**src/hw/gpm_pkg.sv**
```systemverilog
// Constants for the gigabit management register bank.
// Assumes 5-bit management register addresses and 16-bit register data.
package gpm_pkg;
  // ----------------------------------------------------------------------
  // Register offsets
  // ----------------------------------------------------------------------
  localparam logic [4:0] OFF_GIG_CTL = 5'h09;
  localparam logic [4:0] OFF_GIG_STS = 5'h0A;
  localparam logic [4:0] OFF_IND_CTL = 5'h0D;
  localparam logic [4:0] OFF_IND_ADD = 5'h0E;
  // ----------------------------------------------------------------------
  // Gigabit control fields
  // ----------------------------------------------------------------------
  localparam int CTL_TEST_HI = 15;
  localparam int CTL_TEST_LO = 13;
  localparam int CTL_MS_EN = 12;
  localparam int CTL_MS_VAL = 11;
  localparam int CTL_PORT = 10;
  localparam int CTL_ADV_FD = 9;
  localparam int CTL_ADV_HD = 8;
  localparam int CTL_AUTO_TDR = 7;
  localparam logic [15:0] CTL_WMASK = 16'hFF80;
  localparam logic [15:0] CTL_RST = 16'h0100;
  localparam logic [2:0] TEST_NORMAL = 3'h0;
  // ----------------------------------------------------------------------
  // Gigabit status fields
  // ----------------------------------------------------------------------
  localparam int STS_FAULT = 15;
  localparam int STS_MASTER = 14;
  localparam int STS_LRX = 13;
  localparam int STS_RRX = 12;
  localparam int STS_LP_FD = 11;
  localparam int STS_LP_HD = 10;
  localparam logic [7:0] IDLE_MAX = 8'hFF;
  // ----------------------------------------------------------------------
  // Indirect access control fields
  // ----------------------------------------------------------------------
  localparam int IND_FN_HI = 15;
  localparam int IND_FN_LO = 14;
  localparam int IND_DEV_HI = 4;
  localparam int IND_DEV_LO = 0;
  localparam logic [1:0] FN_ADDR = 2'h0;
  localparam logic [1:0] FN_DATA = 2'h1;
  localparam logic [1:0] FN_INC_RW = 2'h2;
  localparam logic [1:0] FN_INC_WR = 2'h3;
  localparam logic [4:0] DEV_VENDOR = 5'h1F;
  localparam logic [15:0] PTR_RST = 16'h0000;
endpackage : gpm_pkg

```
**src/hw/gpm_regs.sv**
```systemverilog
// Gigabit control/status registers and the indirect extended-register window.
// Assumes the management frame engine and PHY core share clk_sys_i; only the
// full-duplex strap pin comes from outside and is synchronised here.
//
// Overview of operation
// - Test field 000 normal, 001-111 test patterns.
// - Manual enable bit selects configured master/slave role.
// - Manual value one means master, zero slave.
// - Conflicting manual role may fail link, allowed.
// - Configuration fault latches high, cleared by read.
// - Port type bit advertises multi or single port.
// - Advertise gigabit duplex; half resets one, full strap.
// - Auto cable test runs after each link drop.
// - Reserved bits ignore writes and read zero.
// - Status bit shows resolved master or slave.
// - Status bits show local and remote receiver health.
// - Status bits show partner gigabit duplex abilities.
// - Idle error count, cleared by status read.
// - Extended registers reached only through indirect pair.
// - Function 00: data write loads the pointer.
// - Function 01: access pointed register, pointer unchanged.
// - Function 10: pointer increments after every access.
// - Function 11: pointer increments after writes only.
// - Only target device 11111 honoured, others ignored.
// - Data register shows pointer or pointed register data.
`timescale 1ns/10ps
module gpm_regs (
  // Clock and reset
  input wire logic clk_sys_i,
  input wire logic rst_b_i,
  // Management register access from the frame engine
  input wire logic [4:0] reg_addr_i,
  input wire logic reg_wr_i,
  input wire logic reg_rd_i,
  input wire logic [15:0] reg_wdata_i,
  output logic [15:0] reg_rdata_o,
  output logic reg_rvalid_o,
  // Extended register set
  output logic [15:0] ext_ptr_o,
  input wire logic [15:0] ext_rdata_i,
  output logic ext_rd_o,
  output logic ext_wr_o,
  output logic [15:0] ext_waddr_o,
  output logic [15:0] ext_wdata_o,
  // PHY core status and events
  input wire logic fd_strap_i,
  input wire logic ms_fault_i,
  input wire logic ms_master_i,
  input wire logic local_rx_ok_i,
  input wire logic remote_rx_ok_i,
  input wire logic lp_gig_fd_i,
  input wire logic lp_gig_hd_i,
  input wire logic idle_err_i,
  input wire logic link_down_i,
  // PHY core controls
  output logic [2:0] test_mode_o,
  output logic ms_manual_en_o,
  output logic ms_manual_master_o,
  output logic port_multi_o,
  output logic adv_gig_fd_o,
  output logic adv_gig_hd_o,
  output logic auto_cable_test_start_o
);
  // ----------------------------------------------------------------------
  // State
  // ----------------------------------------------------------------------
  logic [15:0] ctl_r;
  logic fault_r;
  logic [7:0] idle_cnt_r;
  logic [1:0] fn_r;
  logic [4:0] dev_r;
  logic [15:0] ptr_r;
  logic strap_m_r;
  logic strap_s_r;
  logic init_done_r;
  logic [1:0] settle_r;
  logic wr_ctl;
  logic wr_ind;
  logic rd_sts;
  logic add_hit;
  logic add_wr;
  logic add_rd;
  logic [15:0] rdata_nxt;

  assign wr_ctl = reg_wr_i && (reg_addr_i == gpm_pkg::OFF_GIG_CTL);
  assign wr_ind = reg_wr_i && (reg_addr_i == gpm_pkg::OFF_IND_CTL);
  assign rd_sts = reg_rd_i && (reg_addr_i == gpm_pkg::OFF_GIG_STS);
  // Foreign device selects make the data register inert for both directions.
  assign add_hit = (reg_addr_i == gpm_pkg::OFF_IND_ADD) && (dev_r == gpm_pkg::DEV_VENDOR);
  assign add_wr = reg_wr_i && add_hit;
  // A simultaneous write wins, so a read is only seen when no write is present.
  assign add_rd = reg_rd_i && !reg_wr_i && add_hit;

  // ----------------------------------------------------------------------
  // Strap capture
  // ----------------------------------------------------------------------
  // The strap is a pin, so it passes two flops before the control word uses it.
  // Only the second flop is read; a short shift of ones counts the edges the
  // synchroniser needs to fill, so the strap lands in the word on edge three.
  always_ff @(posedge clk_sys_i) begin
    if (!rst_b_i) begin
      strap_m_r <= 1'b0;
      strap_s_r <= 1'b0;
      settle_r <= 2'h0;
      init_done_r <= 1'b0;
    end else begin
      strap_m_r <= fd_strap_i;
      strap_s_r <= strap_m_r;
      settle_r <= {settle_r[0], 1'b1};
      init_done_r <= settle_r[1];
    end
  end

  // ----------------------------------------------------------------------
  // Gigabit control register
  // ----------------------------------------------------------------------
  // The full-duplex default follows the strap until the synchroniser has
  // settled; a software write during that window keeps its other bits, but any later window edge reloads its full-duplex bit.
  always_ff @(posedge clk_sys_i) begin
    if (!rst_b_i) begin
      ctl_r <= gpm_pkg::CTL_RST;
    end else if (wr_ctl) begin
      ctl_r <= reg_wdata_i & gpm_pkg::CTL_WMASK;
    end else if (!init_done_r) begin
      ctl_r[gpm_pkg::CTL_ADV_FD] <= strap_s_r;
    end
  end

  // Control outputs are registered copies; a manual role that conflicts with
  // the partner is passed on unchanged and may simply never link.
  always_ff @(posedge clk_sys_i) begin
    if (!rst_b_i) begin
      test_mode_o <= gpm_pkg::TEST_NORMAL;
      ms_manual_en_o <= 1'b0;
      ms_manual_master_o <= 1'b0;
      port_multi_o <= 1'b0;
      adv_gig_fd_o <= 1'b0;
      adv_gig_hd_o <= 1'b0;
    end else begin
      test_mode_o <= ctl_r[gpm_pkg::CTL_TEST_HI:gpm_pkg::CTL_TEST_LO];
      ms_manual_en_o <= ctl_r[gpm_pkg::CTL_MS_EN];
      ms_manual_master_o <= ctl_r[gpm_pkg::CTL_MS_VAL];
      port_multi_o <= ctl_r[gpm_pkg::CTL_PORT];
      adv_gig_fd_o <= ctl_r[gpm_pkg::CTL_ADV_FD];
      adv_gig_hd_o <= ctl_r[gpm_pkg::CTL_ADV_HD];
    end
  end

  // Automatic cable test launch, link_down_i gated by the enable bit and registered, so it stays high for as long as link_down_i does.
  always_ff @(posedge clk_sys_i) begin
    if (!rst_b_i) begin
      auto_cable_test_start_o <= 1'b0;
    end else begin
      auto_cable_test_start_o <= link_down_i && ctl_r[gpm_pkg::CTL_AUTO_TDR];
    end
  end

  // ----------------------------------------------------------------------
  // Gigabit status latches
  // ----------------------------------------------------------------------
  // A fault or idle error in the read cycle survives the clear.
  always_ff @(posedge clk_sys_i) begin
    if (!rst_b_i) begin
      fault_r <= 1'b0;
    end else if (ms_fault_i) begin
      fault_r <= 1'b1;
    end else if (rd_sts) begin
      fault_r <= 1'b0;
    end
  end

  always_ff @(posedge clk_sys_i) begin
    if (!rst_b_i) begin
      idle_cnt_r <= 8'h00;
    end else if (rd_sts) begin
      idle_cnt_r <= {7'h00, idle_err_i};
    end else if (idle_err_i && (idle_cnt_r != gpm_pkg::IDLE_MAX)) begin
      idle_cnt_r <= idle_cnt_r + 8'h01;
    end
  end

  // ----------------------------------------------------------------------
  // Indirect access control and pointer
  // ----------------------------------------------------------------------
  always_ff @(posedge clk_sys_i) begin
    if (!rst_b_i) begin
      fn_r <= gpm_pkg::FN_ADDR;
      dev_r <= 5'h00;
    end else if (wr_ind) begin
      fn_r <= reg_wdata_i[gpm_pkg::IND_FN_HI:gpm_pkg::IND_FN_LO];
      dev_r <= reg_wdata_i[gpm_pkg::IND_DEV_HI:gpm_pkg::IND_DEV_LO];
    end
  end

  // The pointer is the only path to the extended set; it wraps naturally.
  always_ff @(posedge clk_sys_i) begin
    if (!rst_b_i) begin
      ptr_r <= gpm_pkg::PTR_RST;
    end else if (add_wr && (fn_r == gpm_pkg::FN_ADDR)) begin
      ptr_r <= reg_wdata_i;
    end else if (add_wr && ((fn_r == gpm_pkg::FN_INC_RW) || (fn_r == gpm_pkg::FN_INC_WR))) begin
      ptr_r <= ptr_r + 16'h0001;
    end else if (add_rd && (fn_r == gpm_pkg::FN_INC_RW)) begin
      ptr_r <= ptr_r + 16'h0001;
    end
  end

  assign ext_ptr_o = ptr_r;

  // The extended write strobe carries the address used, since the pointer may move on.
  always_ff @(posedge clk_sys_i) begin
    if (!rst_b_i) begin
      ext_wr_o <= 1'b0;
      ext_rd_o <= 1'b0;
      ext_waddr_o <= 16'h0000;
      ext_wdata_o <= 16'h0000;
    end else begin
      ext_wr_o <= add_wr && (fn_r != gpm_pkg::FN_ADDR);
      ext_rd_o <= add_rd && (fn_r != gpm_pkg::FN_ADDR);
      if (add_wr) begin
        ext_waddr_o <= ptr_r;
        ext_wdata_o <= reg_wdata_i;
      end
    end
  end

  // ----------------------------------------------------------------------
  // Read data
  // ----------------------------------------------------------------------
  // Unmapped addresses and foreign device selects read as zero.
  always_comb begin
    rdata_nxt = 16'h0000;
    if (reg_addr_i == gpm_pkg::OFF_GIG_CTL) begin
      rdata_nxt = ctl_r;
    end else if (reg_addr_i == gpm_pkg::OFF_GIG_STS) begin
      rdata_nxt[gpm_pkg::STS_FAULT] = fault_r;
      rdata_nxt[gpm_pkg::STS_MASTER] = ms_master_i;
      rdata_nxt[gpm_pkg::STS_LRX] = local_rx_ok_i;
      rdata_nxt[gpm_pkg::STS_RRX] = remote_rx_ok_i;
      rdata_nxt[gpm_pkg::STS_LP_FD] = lp_gig_fd_i;
      rdata_nxt[gpm_pkg::STS_LP_HD] = lp_gig_hd_i;
      rdata_nxt[7:0] = idle_cnt_r;
    end else if (reg_addr_i == gpm_pkg::OFF_IND_CTL) begin
      rdata_nxt[gpm_pkg::IND_FN_HI:gpm_pkg::IND_FN_LO] = fn_r;
      rdata_nxt[gpm_pkg::IND_DEV_HI:gpm_pkg::IND_DEV_LO] = dev_r;
    end else if (add_hit) begin
      rdata_nxt = (fn_r == gpm_pkg::FN_ADDR) ? ptr_r : ext_rdata_i;
    end
  end

  always_ff @(posedge clk_sys_i) begin
    if (!rst_b_i) begin
      reg_rdata_o <= 16'h0000;
      reg_rvalid_o <= 1'b0;
    end else begin
      reg_rdata_o <= reg_rd_i ? rdata_nxt : 16'h0000;
      reg_rvalid_o <= reg_rd_i;
    end
  end
endmodule : gpm_regs
```
**config.mk**
```make
export PLATFORM = sky130hd
export DESIGN_NAME = gpm_regs
export DESIGN_NICKNAME = d
export VERILOG_FILES = /design/src/hw/gpm_pkg.sv /design/src/hw/gpm_regs.sv
export SDC_FILE = /design/constraint.sdc
export NUM_CORES = 1
export LEC_CHECK = 0
export BUFFER_PORTS_ARGS = -buffer_cell sky130_fd_sc_hd__buf_4
export CAP_MARGIN = 30
export CORE_ASPECT_RATIO = 0.7
export CORE_UTILIZATION = 40
export CTS_CLUSTER_SIZE = 24
export DETAILED_ROUTE_END_ITERATION = 16
export PLACE_DENSITY = 0.69
export SYNTH_ARGS = -nofsm -noshare
export SYNTH_HDL_FRONTEND = slang
export SYNTH_SLANG_ARGS = --single-unit
export TNS_END_PERCENT = 1
```
**constraint.sdc**
```tcl
create_clock -name clk_sys_i -period 4.78 [get_ports clk_sys_i]
set_input_delay 0.478 -clock clk_sys_i [delete_from_list [all_inputs] [get_ports clk_sys_i]]
set_output_delay 0.478 -clock clk_sys_i [all_outputs]
set_load 0.01 [all_outputs]
```
==> impl_metrics.toml, run 1 <==
[status]
outcome = "finished, final reports clean"

[setup_path]
required_ns = 5.04
cp-start-kind = "flop"
crit_type = "reg2reg"
path_max_fanout = 25
cp.arrival_ns = 2.35
worstSetupEndpointType = "flop"

[global_route]
grt_pass1_wl_mm = 21.2
grt_max_degree = 77
met1_usage_pct = 32.3
antenna_found_initial = 0
use_met3_pct = 7.11
grt_use_total_pct = 23.4
grt_overflow = 0
grtUsageMet2_pct = 34.3
grt_pass1_vias = 4138
top_usage_layer = "met2"

[worst_hold_path]
min_path_type = "in2reg"

[synth]
ys_types = 51
syn-cell-area_mm2 = 0.00451
synth_edf_count = 0
ys_warn_count = 0
synth_nets = 607
avgSynthCellArea_um2 = 8.13
synth_ff_type = "dfxtp_1"
ys_seq_area_share_pct = 47.0
async_flop_share_pct = 0
synth_seq_cells = 106
synthCells = 555

[placed_design]
io_buffers = 125
post-dp-hpwl_mm = 9.63
gp_congestion = 0.859

[clock_tree]
ctsHoldBuffers = 0
root_buffer = "clkbuf_16"
clkLatencyLatePin_ns = 0.35
post-cts-setup-buffer-count = 0
clock_sinks = 106
ctsResizeCount = 0
cts_tree = "built"
cts_made_buffers = 9
cts_max_level = 3
clk_path_buf_depth = 2
clkTransAtPathRegs_ns = 0.06

[route]
drc_errors = 0
wl_mm = 13.4
first_pass_iters = 4
drt_iter0_drc = 368
wire_per_inst_um = 16.4
viasPerCell = 5.38
vias = 4388
ant_nets = 0

[timing]
fin_crit_sh_pct = 43.7
relSlewSlack_pct = 33.6
final-hold-violation-count = 0
finClkSkew_ns = 0.00721
period_needed_ns = 2.09
finalHoldWorstSlack_ns = 0.338
slew_viol_final = 0
worstMarginPinSlew_ns = 0.994
fmax_mhz = 479
tns_ns = 0
rsz0062_at_grt = "no"
setup_viol = 0

[cells_and_area]
area_delta_synth_final_pct = 29.0
mostFrequentLayoutCells = "144 x nand2_1, 125 x buf_4, 106 x dfxtp_1, 51 x a21oi_1, 29 x a21boi_0"
nets = 710
fillers = 1064
num_antenna_cells = 0
mostFrequentLayoutCell = "nand2_1"
drive_above_1_share_pct = 22.4

[floorplan]
io-pin-count = 126
die_x_um = 129
die_h_um = 90.9
initial_utilization_pct = 41.0
die_area_mm2 = 0.0117
rows = 32
fp.coreArea_mm2 = 0.0110

[pwr]
p_leak_nw = 2.21
power_density_mw_per_mm2 = 295
totalPowerFinal_mw = 1.72
peakVddDrop_mv = 0.184

[job]
maxCapViolations = 0
[per-layer routing]
layer / wire, µm / up-vias
met2: 5700 / 202
li1: - / 2126
met3: 1200 / 23
met1: 6220 / 2037
met5: 0 / -
met4: 254 / 0
[per-stage QoR]
step	std cells	setup WS (ns)	util, %	area [µm²]
finish	815	2.69	52.9	5820
global route	815	2.51	52.9	5820
CTS	814	2.60	52.8	5810
detailed placement	799	2.24	50.2	5520
global placement	797	2.32	49.7	5470
floorplan	555	3.04	-	4510
[cell usage after synthesis, types with 2 or more instances]
| cell | n | area, µm² |
|---|---|---|
| nand2_1 | 144 | 541 |
| dfxtp_1 | 106 | 2120 |
| a21oi_1 | 51 | 255 |
| a21boi_0 | 29 | 218 |
| nor2_1 | 27 | 101 |
| nand3_1 | 23 | 115 |
| clkbuf_1 | 19 | 71.3 |
| o21ai_0 | 17 | 85.1 |
| and2_1 | 14 | 87.6 |
| a221oi_1 | 12 | 105 |
| buf_2 | 11 | 55.1 |
| a21boi_1 | 9 | 67.6 |
| nand4_1 | 8 | 50.1 |
| nor3_1 | 8 | 40.0 |
| o22ai_1 | 6 | 37.5 |
| and3_1 | 5 | 31.3 |
| buf_4 | 5 | 37.5 |
| and4_1 | 4 | 35.0 |
| inv_1 | 4 | 15.0 |
| o21a_1 | 4 | 30.0 |
| xnor2_1 | 4 | 35.0 |
| mux2i_1 | 3 | 30.0 |
| nor2b_1 | 3 | 18.8 |
| xor2_1 | 3 | 26.3 |
| a211oi_1 | 2 | 15.0 |
| a31oi_1 | 2 | 12.5 |
| and3b_1 | 2 | 17.5 |
| ha_1 | 2 | 25.0 |
| nor3b_1 | 2 | 15.0 |
| nor4_1 | 2 | 12.5 |
| o211ai_1 | 2 | 15.0 |
| o21ai_1 | 2 | 10.0 |
| o31a_1 | 2 | 17.5 |
[cell families after synthesis]
| kind of cell | synth area share [%] |
|---|---|
| mux | 0.665 |
| buf+inv | 4.30 |
| compound gates | 20.3 |
| simple gates | 25.9 |
| flops | 47.0 |
| xor+xnor | 1.36 |
| fa+ha+maj | 0.554 |
[registers in the layout, summed over array words and instances, names as in the netlist, 2 cells and up]
name and flops:
idle_cnt_r 8, ext_wdata_o 16, reg_rdata_o 16, ext_ptr_o 16, ctl_r 9, ext_waddr_o 16, test_mode_o 3, settle_r 2
dev_r 5, fn_r 2
[power by group]
part,internal (mW),total [mW],switching [mW]
Clock,0.416,0.733,0.316
Combinational,0.0420,0.0894,0.0474
Sequential,0.890,0.895,0.00480
[worst max-delay path, stage by stage (launching register included)]
cell      delay, ns
dfxtp_1        0.37
nor3b_1        0.27
and4_1         0.82
or4b_1         0.22
o21ai_0        0.07
a211oi_1       0.24
[area by class of cell]
cell class                 instances  area, µm²  area share (%)
clock inverter                     3       40.0           0.688
multi-input combinational        408       2200            37.8
clock buffer                      12        246            4.23
tap                              153        191            3.29
timing repair buffer             128       1000            17.3
inverter                           5       18.8           0.322
sequential                       106       2120            36.4
[path summary, 6_finish.rpt]
check / startpoint / to / slack [ns] / cells past startpoint
worst min-delay path: ms_fault_i / fault_r$_SDFFE_PN0P_ / 0.34 / 3
worst max register to register: fn_r[1]$_SDFFE_PN0P_ / ext_ptr_o[13]$_SDFFE_PN0P_ / 2.69 / 5
worst min register to register: settle_r[0]$_DFF_P_ / settle_r[1]$_SDFF_PN0_ / 0.43 / 1
worst max-delay path: fn_r[1]$_SDFFE_PN0P_ / ext_ptr_o[13]$_SDFFE_PN0P_ / 2.69 / 5
(Power assumes the default switching activity.)
==> run 2, diff against run 1 <==
- clock period: 4.78 -> 1.95 ns (I/O delays scaled with it)
==> impl_metrics.toml, run 2 (synthesized netlist as in run 1, its figures left out) <==
[global_route]
grt_use_total_pct = 23.8
grt_max_degree = 34
grt_pass1_vias = 4143
grt_overflow = 0
grt_pass1_wl_mm = 21.5
antenna_found_initial = 0

[route]
wire_per_inst_um = 16.2
drt_iter0_drc = 289
ant_nets = 0
drc_errors = 0
vias = 4493
viasPerCell = 5.34
wl_mm = 13.6
first_pass_iters = 5

[setup_path]
crit_path_top_delay_cell = "and4_1"
max_stage_delay_ns = 0.44
worstPathBufferInverterCount = 1
worstSetupEndpointType = "flop"
crit_type = "reg2reg"
r2r-end = "ext_ptr_o[2]$_SDFFE_PN0P_"
path_cells = "nor3b_1 > and4_1 > buf_4 > nor2_1 > o211ai_1 > o21ai_0"
required_ns = 2.17
path_max_fanout = 13
r2r_cells = 6
critPathTopFamily = "simple AND/OR/NAND/NOR gates"
r2r_slack_ns = 0.17
cp-start-kind = "flop"
crit-reg2reg-launch = "fn_r[1]$_SDFFE_PN0P_"
cp.arrival_ns = 2.00

[cells_and_area]
final_cells = 841
area_delta_synth_final_pct = 32.8
mostFrequentLayoutCell = "buf_4"
utilization_pct = 54.5
fillers = 1031
nets = 735
num_antenna_cells = 0
mostFrequentLayoutCells = "152 x buf_4, 144 x nand2_1, 105 x dfxtp_1, 51 x a21oi_1, 29 x a21boi_0"
drive_above_1_share_pct = 25.7

[timing]
fin_crit_sh_pct = 91.1
fmax_mhz = 563
final-hold-violation-count = 0
period_needed_ns = 1.78
relSlewSlack_pct = 61.3
timing.final.ws_setup_ns = 0.173
slew_viol_final = 0
rsz0062_at_grt = "no"
finClkSkew_ns = 0.00780
setup_viol = 0
worstMarginPinSlew_ns = 0.576
tns_ns = 0

[floorplan]
die_x_um = 129
rows = 32
die_h_um = 90.9
initial_utilization_pct = 41.0
fp.coreArea_mm2 = 0.0110
io-pin-count = 126
die_area_mm2 = 0.0117

[placed_design]
post-dp-hpwl_mm = 10.0
place_inst = 825
io_buffers = 125
gp_congestion = 0.833
pre_cts_ws_ns = 0.150

[clock_tree]
clock_sinks = 106
clkLatencyLatePin_ns = 0.35
cts_made_buffers = 9
ctsHoldBuffers = 0
post-cts-setup-buffer-count = 0
clk_path_buf_depth = 2
clkTransAtPathRegs_ns = 0.07
root_buffer = "clkbuf_16"
cts_max_level = 3
cts_tree = "built"

[pwr]
p_sw_uw = 969
totalPowerFinal_mw = 4.26
p_leak_nw = 2.32
pwr-share-comb_pct = 5.3
power_density_mw_per_mm2 = 711
switching_share_pct = 22.7
peakVddDrop_mv = 0.446
power_frac_clock_pct = 43.2
p_int_mw = 3.29
seqPwrFrac_pct = 51.4

[worst_hold_path]
hold_end = "fault_r$_SDFFE_PN0P_"
min_path_type = "in2reg"
holdCritStartpoint = "ms_fault_i"
holdPathStages = 3

[job]
maxCapViolations = 0

[status]
outcome = "finished, final reports clean"
[run 2: cell count changes in the layout (fill, tap and decap cells not counted), sizes merged]
cell,change
inv,+1
clkinvlp,+3
buf,+25
clkbuf,-3
[run 2: how the worst max path moves through the flow]
stage	start	endpoint	slack, ns	cells past startpoint
after floorplan	ext_ptr_o[5]$_SDFFE_PN0P_	ext_ptr_o[13]$_SDFFE_PN0P_	0.26	7
after global placement	ext_ptr_o[1]$_SDFFE_PN0P_	ext_ptr_o[13]$_SDFFE_PN0P_	0.20	5
after detailed placement	ext_ptr_o[1]$_SDFFE_PN0P_	ext_ptr_o[14]$_SDFFE_PN0P_	0.15	6
after CTS	ext_ptr_o[1]$_SDFFE_PN0P_	ext_ptr_o[14]$_SDFFE_PN0P_	0.10	6
after global routing	ext_ptr_o[0]$_SDFFE_PN0P_	ext_ptr_o[14]$_SDFFE_PN0P_	0.0003	6
final	fn_r[1]$_SDFFE_PN0P_	ext_ptr_o[2]$_SDFFE_PN0P_	0.17	6
[run 2: power groups by stage]
stage | Combinational (mW) | Clock, mW | Sequential (mW)
2_1_floorplan | 0.0838 | 0 | 2.24
3_3_place_gp | 0.222 | 0 | 2.24
3_5_place_dp | 0.225 | 0 | 2.24
4_1_cts | 0.227 | 1.88 | 2.19
5_1_grt | 0.243 | 1.97 | 2.19
6_report | 0.227 | 1.84 | 2.19
[run 2: timing repair]
action | in CTS | in global routing
setup endpoints to repair | 0 | 1
gates resized for setup | 0 | 1
hold endpoints to repair | 0 | 0
[run 2: metal layers]
layer  up-vias  track usage, %  routed length [µm]
met5         -               0                   0
met1      2118            33.3                6610
li1       2171               -                   -
met4         0            5.29                 116
met3        12            6.40                1100
met2       192            36.4                5760
[run 2: worst min-delay path: stages]
cell and delay, ns:
buf_4 0.08, nand2_1 0.03, o21ai_0 0.06
[run 2: stage by stage]
step           cell area, µm²  hold slack [ns]
5_1_grt                  6000           0.0636
4_1_cts                  6000           0.0373
6_report                 6000           0.0457
3_3_place_gp             5690            0.398
2_1_floorplan            4510            0.223
3_5_place_dp             5690            0.404
[run 2: final cells by class]
class | count | area [µm²] | share of cell area [%]
multi-input combinational | 408 | 2200 | 36.7
sequential | 106 | 2120 | 35.4
timing repair buffer | 153 | 1160 | 19.4
clock buffer | 9 | 225 | 3.76
tap | 153 | 191 | 3.19
clock inverter | 7 | 78.8 | 1.31
inverter | 5 | 18.8 | 0.313
